File: config.mk
export PLATFORM = sky130hd
export DESIGN_NAME = ids_divshift
export DESIGN_NICKNAME = d
export VERILOG_FILES = /design/src/design/ids_divshift.v
export VERILOG_INCLUDE_DIRS = /design/src /design/src/design
export SDC_FILE = /design/constraint.sdc
export NUM_CORES = 1
export LEC_CHECK = 0
export BUFFER_PORTS_ARGS = -buffer_cell sky130_fd_sc_hd__buf_4
export CAP_MARGIN = 20
export CORE_MARGIN = 4
export CORE_UTILIZATION = 59
export CTS_BUF_LIST = sky130_fd_sc_hd__clkbuf_4
export DETAILED_ROUTE_END_ITERATION = 8
export PLACE_DENSITY_LB_ADDON = 0.05
export SLEW_MARGIN = 10
export SYNTH_ARGS = -nofsm -noshare
export SYNTH_HDL_FRONTEND = slang
export SYNTH_SLANG_ARGS = --single-unit
File: constraint.sdc
create_clock -name i_clk -period 5.7 [get_ports i_clk]
set_input_delay 1.14 -clock i_clk [delete_from_list [all_inputs] [get_ports i_clk]]
set_output_delay 1.14 -clock i_clk [all_outputs]
set_load 0.1 [all_outputs]
File: src/design/ids_defs.vh
`ifndef IDS_DEFS_VH
`define IDS_DEFS_VH
// ----------------------------------------
// widths and counts
// ----------------------------------------
`define IDS_W 16
`define IDS_DW 32
`define IDS_RIDX_W 4
`define IDS_SHAMT_W 4
`define IDS_DIV_CYC 5'h10
`define IDS_QUOT_IDX 4'h0
`define IDS_REM_IDX 4'h1
// ----------------------------------------
// shift operation codes
// ----------------------------------------
`define IDS_SH_ASR 2'h0
`define IDS_SH_LSR 2'h1
`define IDS_SH_SL 2'h2
`endif

File: src/design/ids_divshift.v
`timescale 1ns/1ps
`include "ids_defs.vh"

module ids_divshift (
  input wire i_clk,
  input wire i_arst_n,
  input wire i_div_start,
  input wire i_div_signed,
  input wire i_div_long,
  input wire [`IDS_RIDX_W-1:0] i_divisor_idx,
  input wire [`IDS_RIDX_W-1:0] i_dividend_idx,
  input wire i_sh_start,
  input wire [1:0] i_sh_op,
  input wire [`IDS_SHAMT_W-1:0] i_sh_amt,
  input wire [`IDS_RIDX_W-1:0] i_sh_src_idx,
  input wire [`IDS_RIDX_W-1:0] i_sh_dst_idx,
  input wire [`IDS_W*16-1:0] i_wreg_flat,
  output reg o_busy,
  output reg o_div_done,
  output reg o_wr0_en,
  output reg [`IDS_RIDX_W-1:0] o_wr0_idx,
  output reg [`IDS_W-1:0] o_wr0_data,
  output reg o_wr1_en,
  output reg [`IDS_RIDX_W-1:0] o_wr1_idx,
  output reg [`IDS_W-1:0] o_wr1_data
);

  // ----------------------------------------
  // register file read
  // ----------------------------------------
  function [`IDS_W-1:0] rd_reg;
    input [`IDS_W*16-1:0] flat;
    input [`IDS_RIDX_W-1:0] idx;
    begin
      rd_reg = flat[idx*`IDS_W +: `IDS_W];
    end
  endfunction

  // ----------------------------------------
  // sign helpers
  // ----------------------------------------
  function [`IDS_W-1:0] neg16;
    input [`IDS_W-1:0] v;
    begin
      neg16 = ~v + 16'h0001;
    end
  endfunction

  function [`IDS_DW-1:0] neg32;
    input [`IDS_DW-1:0] v;
    begin
      neg32 = ~v + 32'h0000_0001;
    end
  endfunction

  // ----------------------------------------
  // divider state
  // ----------------------------------------
  // two states; the count register tells the iterations apart
  localparam ST_IDLE = 1'b0;
  localparam ST_DIV = 1'b1;

  reg state_q;
  reg state_d;
  reg [4:0] cnt_q;
  reg [4:0] cnt_d;
  reg [`IDS_DW-1:0] dvd_q;
  reg [`IDS_DW-1:0] dvd_d;
  reg [`IDS_W:0] rem_q;
  reg [`IDS_W:0] rem_d;
  reg [`IDS_W-1:0] dvs_q;
  reg [`IDS_W-1:0] dvs_d;
  reg qneg_q;
  reg qneg_d;
  reg rneg_q;
  reg rneg_d;
  // write-back next values, registered so every output leaves a flip-flop
  reg busy_d;
  reg done_d;
  reg wr0_en_d;
  reg [`IDS_RIDX_W-1:0] wr0_idx_d;
  reg [`IDS_W-1:0] wr0_data_d;
  reg wr1_en_d;
  reg [`IDS_RIDX_W-1:0] wr1_idx_d;
  reg [`IDS_W-1:0] wr1_data_d;

  // ----------------------------------------
  // operand select
  // ----------------------------------------
  wire [`IDS_W-1:0] divisor_raw = rd_reg(i_wreg_flat, i_divisor_idx);
  wire [`IDS_RIDX_W-1:0] even_idx = {i_dividend_idx[`IDS_RIDX_W-1:1], 1'b0};
  wire [`IDS_RIDX_W-1:0] odd_idx = {i_dividend_idx[`IDS_RIDX_W-1:1], 1'b1};
  wire [`IDS_W-1:0] dvd_lo = rd_reg(i_wreg_flat, even_idx);
  wire [`IDS_W-1:0] dvd_hi_pair = rd_reg(i_wreg_flat, odd_idx);
  wire [`IDS_W-1:0] dvd_single = rd_reg(i_wreg_flat, i_dividend_idx);
  // a 16-bit dividend is widened to 32 so both sizes share one datapath
  wire [`IDS_DW-1:0] dvd_raw = i_div_long ? {dvd_hi_pair, dvd_lo} :
    {{`IDS_W{i_div_signed & dvd_single[`IDS_W-1]}}, dvd_single};

  // ----------------------------------------
  // operand magnitudes
  // ----------------------------------------
  wire dvd_neg = i_div_signed & dvd_raw[`IDS_DW-1];
  wire dvs_neg = i_div_signed & divisor_raw[`IDS_W-1];
  wire [`IDS_DW-1:0] dvd_mag = dvd_neg ? neg32(dvd_raw) : dvd_raw;
  wire [`IDS_W-1:0] dvs_mag = dvs_neg ? neg16(divisor_raw) : divisor_raw;

  // ----------------------------------------
  // restoring divide step
  // ----------------------------------------
  // magnitude upper half must be below divisor for a 16-bit quotient; otherwise the
  // low 16 quotient bits are right only while it is below twice the divisor, a limitation also seen in the target core
  wire div_last = (state_q == ST_DIV) & (cnt_q == 5'h01);
  wire div_go = i_div_start & (state_q == ST_IDLE);
  wire [`IDS_W:0] shrem = {rem_q[`IDS_W-1:0], dvd_q[`IDS_DW-1]};
  wire [`IDS_W:0] trial_s = shrem - {1'b0, dvs_q};

  // ----------------------------------------
  // divider control
  // ----------------------------------------
  always @* begin
    state_d = state_q;
    cnt_d = cnt_q;
    dvd_d = dvd_q;
    rem_d = rem_q;
    dvs_d = dvs_q;
    qneg_d = qneg_q;
    rneg_d = rneg_q;
    case (state_q)
      ST_IDLE: begin
        if (i_div_start) begin
          state_d = ST_DIV;
          cnt_d = `IDS_DIV_CYC;
          dvs_d = dvs_mag;
          qneg_d = dvd_neg ^ dvs_neg;
          rneg_d = dvd_neg;
          rem_d = {1'b0, dvd_mag[`IDS_DW-1:`IDS_W]};
          dvd_d = {dvd_mag[`IDS_W-1:0], {`IDS_W{1'b0}}};
          // upper half at or above the divisor: quotient overflows, low bits kept only below twice the divisor
          if (rem_d >= {1'b0, dvs_mag}) begin
            rem_d = rem_d - {1'b0, dvs_mag};
          end
        end
      end
      ST_DIV: begin
        // one quotient bit per cycle, same count for both dividend sizes
        if (trial_s[`IDS_W]) begin
          rem_d = shrem;
          dvd_d = {dvd_q[`IDS_DW-2:0], 1'b0};
        end else begin
          rem_d = trial_s;
          dvd_d = {dvd_q[`IDS_DW-2:0], 1'b1};
        end
        cnt_d = cnt_q - 5'h01;
        if (cnt_q == 5'h01) begin
          state_d = ST_IDLE;
        end
      end
      default: begin
        state_d = ST_IDLE;
      end
    endcase
  end

  // ----------------------------------------
  // result sign fix-up
  // ----------------------------------------
  wire [`IDS_W-1:0] q_mag = dvd_d[`IDS_W-1:0];
  wire [`IDS_W-1:0] r_mag = rem_d[`IDS_W-1:0];
  wire [`IDS_W-1:0] q_fin = qneg_q ? neg16(q_mag) : q_mag;
  wire [`IDS_W-1:0] r_fin = rneg_q ? neg16(r_mag) : r_mag;

  // ----------------------------------------
  // single-cycle shifter
  // ----------------------------------------
  wire [`IDS_W-1:0] sh_src = rd_reg(i_wreg_flat, i_sh_src_idx);
  // log shifter: stages of 1, 2, 4 and 8 places cover every count up to 15
  wire [`IDS_W-1:0] stg_r [0:`IDS_SHAMT_W];
  wire [`IDS_W-1:0] stg_l [0:`IDS_SHAMT_W];
  // only the arithmetic form refills the top with the sign
  wire fill_r = (i_sh_op == `IDS_SH_ASR) & sh_src[`IDS_W-1];
  assign stg_r[0] = sh_src;
  assign stg_l[0] = sh_src;
  genvar gs;
  generate
    for (gs = 0; gs < `IDS_SHAMT_W; gs = gs + 1) begin : g_stage
      assign stg_r[gs+1] = i_sh_amt[gs] ? {{(1 << gs){fill_r}}, stg_r[gs][`IDS_W-1:(1 << gs)]} : stg_r[gs];
      assign stg_l[gs+1] = i_sh_amt[gs] ? {stg_l[gs][`IDS_W-1-(1 << gs):0], {(1 << gs){1'b0}}} : stg_l[gs];
    end
  endgenerate

  // ----------------------------------------
  // shift select
  // ----------------------------------------
  reg [`IDS_W-1:0] sh_res;
  always @* begin
    case (i_sh_op)
      `IDS_SH_ASR: sh_res = stg_r[`IDS_SHAMT_W];
      `IDS_SH_LSR: sh_res = stg_r[`IDS_SHAMT_W];
      `IDS_SH_SL: sh_res = stg_l[`IDS_SHAMT_W];
      default: sh_res = sh_src;
    endcase
  end

  // ----------------------------------------
  // request acceptance
  // ----------------------------------------
  // a shift beside a divide start is refused; the divide keeps the ports
  wire sh_go = i_sh_start & (state_q == ST_IDLE) & ~div_go;

  // ----------------------------------------
  // divider state registers
  // ----------------------------------------
  // datapath flip-flops; only the output bank is seen outside
  always @(posedge i_clk or negedge i_arst_n) begin
    if (!i_arst_n) begin
      state_q <= ST_IDLE;
      cnt_q <= 5'h00;
      dvd_q <= 32'h0000_0000;
      rem_q <= 17'h0_0000;
      dvs_q <= 16'h0000;
      qneg_q <= 1'b0;
      rneg_q <= 1'b0;
    end else begin
      state_q <= state_d;
      cnt_q <= cnt_d;
      dvd_q <= dvd_d;
      rem_q <= rem_d;
      dvs_q <= dvs_d;
      qneg_q <= qneg_d;
      rneg_q <= rneg_d;
    end
  end

  // ----------------------------------------
  // write-back next values
  // ----------------------------------------
  // divide results take priority over a shift for port 0
  always @* begin
    busy_d = (state_d == ST_DIV);
    done_d = 1'b0;
    wr0_en_d = 1'b0;
    wr0_idx_d = o_wr0_idx;
    wr0_data_d = o_wr0_data;
    wr1_en_d = 1'b0;
    wr1_idx_d = o_wr1_idx;
    wr1_data_d = o_wr1_data;
    if (div_last) begin
      done_d = 1'b1;
      wr0_en_d = 1'b1;
      wr0_idx_d = `IDS_QUOT_IDX;
      wr0_data_d = q_fin;
      wr1_en_d = 1'b1;
      wr1_idx_d = `IDS_REM_IDX;
      wr1_data_d = r_fin;
    end else if (sh_go) begin
      wr0_en_d = 1'b1;
      wr0_idx_d = i_sh_dst_idx;
      wr0_data_d = sh_res;
    end
  end

  // ----------------------------------------
  // output registers
  // ----------------------------------------
  // idx and data hold between writes so a watcher sees the last result
  always @(posedge i_clk or negedge i_arst_n) begin
    if (!i_arst_n) begin
      o_busy <= 1'b0;
      o_div_done <= 1'b0;
      o_wr0_en <= 1'b0;
      o_wr0_idx <= 4'h0;
      o_wr0_data <= 16'h0000;
      o_wr1_en <= 1'b0;
      o_wr1_idx <= 4'h0;
      o_wr1_data <= 16'h0000;
    end else begin
      o_busy <= busy_d;
      o_div_done <= done_d;
      o_wr0_en <= wr0_en_d;
      o_wr0_idx <= wr0_idx_d;
      o_wr0_data <= wr0_data_d;
      o_wr1_en <= wr1_en_d;
      o_wr1_idx <= wr1_idx_d;
      o_wr1_data <= wr1_data_d;
    end
  end

endmodule

==> impl_metrics.json, run 1 <==
{
  "yosys_warnings": 0,
  "synthTopCellsByCount": "228 x mux4_2, 219 x nand2_1, 151 x o21ai_0, 133 x mux2i_1, 128 x nor2_1",
  "die_x_um": 180,
  "synth_edf_count": 0,
  "track_usage_pct": 73.7,
  "grt_worst_setup_endpoint": "o_wr1_data[14]$_DFFE_PN0P_/D",
  "grt_overflow": 6,
  "pre_cts_ws_ns": -1.95,
  "antenna_found_initial": 23,
  "cts.sinks": 111,
  "lastStage": "global routing",
  "hold_buffers": 0,
  "worstEndpointType": "register data pin",
  "grt_max_degree": 75,
  "rows": 62,
  "cts_buffer_depth": 2,
  "yosysSeqAreaShare_pct": 16.0,
  "synth_cells": 1869,
  "htree_levels": 3,
  "netlist_area_mm2": 0.0174,
  "hpwl_um": 62800,
  "synth_top_area_cell": "mux4_2",
  "port_buffers": 324,
  "ys.flop_type": "dfrtp_1",
  "place.gp.congestion": 1.07,
  "syn_avg_cell_area_um2": 9.29,
  "async_flop_share_pct": 100,
  "synth.ff_latch_count": 111,
  "status": "did not finish",
  "pin_count": 328,
  "synthTopCellsByArea": "mux4_2 30%, dfrtp_1 16%, mux2i_1 7.7%",
  "initial_core_util_pct": 60.2,
  "numCtsBuffers": 9,
  "synth_top_area_share_pct": 29.6,
  "dieHeight_um": 180,
  "clock_tree.root_cell": "clkbuf_4",
  "synth_cell_types": 83,
  "error": "[ERROR GRT-0232] Routing congestion too high. Check the congestion heatmap in the GUI.",
  "synth.most_common_cell": "mux4_2"
}
[stage by stage]
step           util [%]  TNS, ns  cell area, um^2  hold slack (ns)  instances
2_1_floorplan         -   -17.92            17700            0.448       1871
3_5_place_dp       83.1   -38.13            24000            0.467       2952
4_1_cts            87.5    -9.73            25300            0.510       3026
3_3_place_gp       83.1   -35.04            24000            0.452       2952
[kinds of logic after synthesis]
kind of cell	count (synthesis)	synth area share, %
adders and majority gates	40	2.97
other	1	0.0216
muxes	384	38.7
AOI/OAI and AO/OA	469	17.3
and+or+nand+nor	563	15.3
DFF	111	16.0
buffers and inverters	211	5.11
xor gates and xnor gates	90	4.54
[metal layers]
layer,GRT usage (%),GRT overflow
met3,61.6,0
met4,73.5,3
met1,71.2,0
met2,89.9,3
met5,33.2,0
[repair_timing]
item / CTS
pin swaps: 60
resized for setup: 124
setup buffers: 55
gates cloned: 5
endpoints found under the setup margin: 31
==> run 2, diff against run 1 <==
- CORE_UTILIZATION: 59 -> 40
- CTS_BUF_LIST: sky130_fd_sc_hd__clkbuf_4 -> default
- PLACE_DENSITY_LB_ADDON: 0.05 -> 0.15
==> run 2 against run 1 <==
The flow now finishes, with violations (setup timing). Synthesized cell count did not move. Area after synthesis did not move.
==> impl_metrics.json, run 2 <==
{
  "status": "finished with violations",
  "violations": "setup timing",
  "cellPowerDensity_mw_per_mm2": 402,
  "vias": 19788,
  "drv_cap": 0,
  "p_comb_share_pct": 79.5,
  "crit_family": "simple AND/OR/NAND/NOR gates",
  "cts.sinks": 111,
  "pre_cts_ws_ns": -2.10,
  "yosysSeqAreaShare_pct": 16.0,
  "crit_path_frequent_cell": "or4_4",
  "pwr-share-seq_pct": 14.1,
  "antenna_found_initial": 0,
  "startpoint_type": "input port",
  "cts_tree": "yes",
  "min_path_type": "reg2reg",
  "synthTopCellsByArea": "mux4_2 30%, dfrtp_1 16%, mux2i_1 7.7%",
  "hold_viol": 0,
  "synth_top_area_share_pct": 29.6,
  "netlist_area_mm2": 0.0174,
  "grt_overflow": 0,
  "initial_core_util_pct": 40.4,
  "path_class": "in2reg",
  "wl_um": 76600,
  "antenna_cells": 0,
  "clock_tree.root_cell": "clkbuf_16",
  "relSlewSlack_pct": 37.4,
  "clk-insertion-delay-late_ns": 0.37,
  "drtAntennaViolNets": 0,
  "dr.max_layer_used": "met4",
  "htree_levels": 3,
  "synthTopCellsByCount": "228 x mux4_2, 219 x nand2_1, 151 x o21ai_0, 133 x mux2i_1, 128 x nor2_1",
  "synth.most_common_cell": "mux4_2",
  "dpl_cell_area_mm2": 0.0243,
  "place.gp.congestion": 0.991,
  "wl_met3_um": 6220,
  "cts_buffer_depth": 2,
  "fmax_mhz": 147,
  "slew_violations": 0,
  "grt_max_degree": 65,
  "syn_to_final_growth_pct": 49.7,
  "regMostFlops": "dvd_q",
  "synth_cells": 1869,
  "timing.final.crit_share_pct": 120,
  "wl_met1_um": 30100,
  "coreArea_mm2": 0.0430,
  "drc": 0,
  "cpPeakStageDelay_ns": 0.52,
  "ir_worst_vdd_v": 0.000489,
  "fin_nets": 2959,
  "hold_buffers": 0,
  "largest_reg_flops": 32,
  "die_x_um": 216,
  "grt_pass1_wl_um": 116000,
  "power.leakage_nw": 11.5,
  "end_kind": "register",
  "drive_gt1_share_pct": 50.5,
  "mostFrequentLayoutCell": "buf_4",
  "drt_iter0_drc": 1606,
  "fin_tns_setup_ns": -12.26,
  "rsz0062_at_grt": "true",
  "clkPwrFrac_pct": 6.4,
  "p_switching_mw": 5.36,
  "async_flop_share_pct": 100,
  "ys.flop_type": "dfrtp_1",
  "whs_ns": 0.473,
  "internal-power_mw": 5.10,
  "p_total_mw": 10.5,
  "die_area_mm2": 0.0468,
  "numCtsBuffers": 9,
  "period_minus_slack_ns": 6.82,
  "track_usage_pct": 31.4,
  "drtPass1Iterations": 6,
  "switching_share_pct": 51.3,
  "vias_per_cell": 6.14,
  "finalSetupViolCount": 21,
  "synth_edf_count": 0,
  "cp.required_ns": 5.97,
  "dr_wl_met2_um": 36700,
  "crit_fanout": 6,
  "yosys_warnings": 0,
  "fin_ws_ns": -1.12,
  "mostFrequentLayoutCells": "848 x buf_4, 228 x mux4_2, 215 x nand2_1",
  "arrival_ns": 7.09,
  "dieHeight_um": 216,
  "synth_top_area_cell": "mux4_2",
  "port_buffers": 324,
  "tightest_slew_ns": 0.938,
  "clock_skew_ns": 0.00785,
  "pin_count": 328,
  "stdcell_area_mm2": 0.0260,
  "hpwl_um": 61700,
  "grt_pass1_vias": 20047,
  "worstPathBufferInverterCount": 6,
  "syn_avg_cell_area_um2": 9.29,
  "rows": 76,
  "clk_pin_slew_worst_paths_ns": 0.09,
  "wl_per_cell_um": 23.7,
  "synth_cell_types": 83,
  "synth.ff_latch_count": 111,
  "worst_path_max_delay_cell": "or4_4"
}
-- run 2: cell counts after synthesis --
Identical to the previous run, type by type.
-- run 2: cell type report --
type | instances | area (um^2)
clock buffer | 9 | 225
clock inverter | 7 | 80.1
fill | 3760 | 17000
inverter | 57 | 219
multi-input combinational | 1549 | 14500
sequential | 111 | 2780
tap | 585 | 732
timing repair buffer | 907 | 7440
-- run 2: layer usage --
metal	up-vias	GRT usage [%]
met3	205	5.02
met2	1100	53.3
met4	0	11.8
met5	-	0
met1	9674	40.6
li1	8809	-
-- run 2: kinds of logic after synthesis --
logic type / Yosys count / share of synthesized area [%]
DFF: 111 / 16.0
AOI/OAI and AO/OA: 469 / 17.3
xor gates and xnor gates: 90 / 4.54
other: 1 / 0.0216
adders and majority gates: 40 / 2.97
and+or+nand+nor: 563 / 15.3
buffers and inverters: 211 / 5.11
muxes: 384 / 38.7
-- run 2: power groups by stage --
stage / sequential [mW] / combinational [mW] / clock (mW)
after global placement: 1.46 / 7.24 / 0
after floorplan: 2.30 / 3.77 / 0
after global routing: 1.52 / 8.89 / 0.702
after CTS: 1.46 / 7.78 / 0.678
final: 1.47 / 8.32 / 0.668
after detailed placement: 1.47 / 7.37 / 0
-- run 2: timing repair --
action                     CTS  global route
cloned                       5             4
resized for setup          118            80
buffers inserted            26            23
pin swaps                   40            50
setup endpoints to repair   32            32
hold endpoints to repair     0             0
-- run 2: worst paths after layout --
check	startpoint	end	slack [ns]	cells after the start
min in group asynchronous	i_arst_n	rem_q[4]$_DFF_PN0_	0.76	1
worst max register to register	dvd_q[31]$_DFFE_PN0P_	o_wr1_data[15]$_DFFE_PN0P_	0.64	18
max in group asynchronous	i_arst_n	o_busy$_DFF_PN0_	3.95	2
worst max-delay path	i_dividend_idx[1]	o_wr1_data[10]$_DFFE_PN0P_	-1.12	30
worst min-delay path	o_wr1_idx[0]$_DFFE_PN0P_	o_wr1_idx[0]$_DFFE_PN0P_	0.47	1
worst min register to register	o_wr1_idx[0]$_DFFE_PN0P_	o_wr1_idx[0]$_DFFE_PN0P_	0.47	1
-- run 2: stage by stage --
stage,util (%),instances
floorplan,-,1871
CTS,59.1,3202
detailed placement,56.5,3155
finish,60.5,3225
global placement,56.5,3155
global route,60.5,3225
Power figures use the tool's default switching activity.
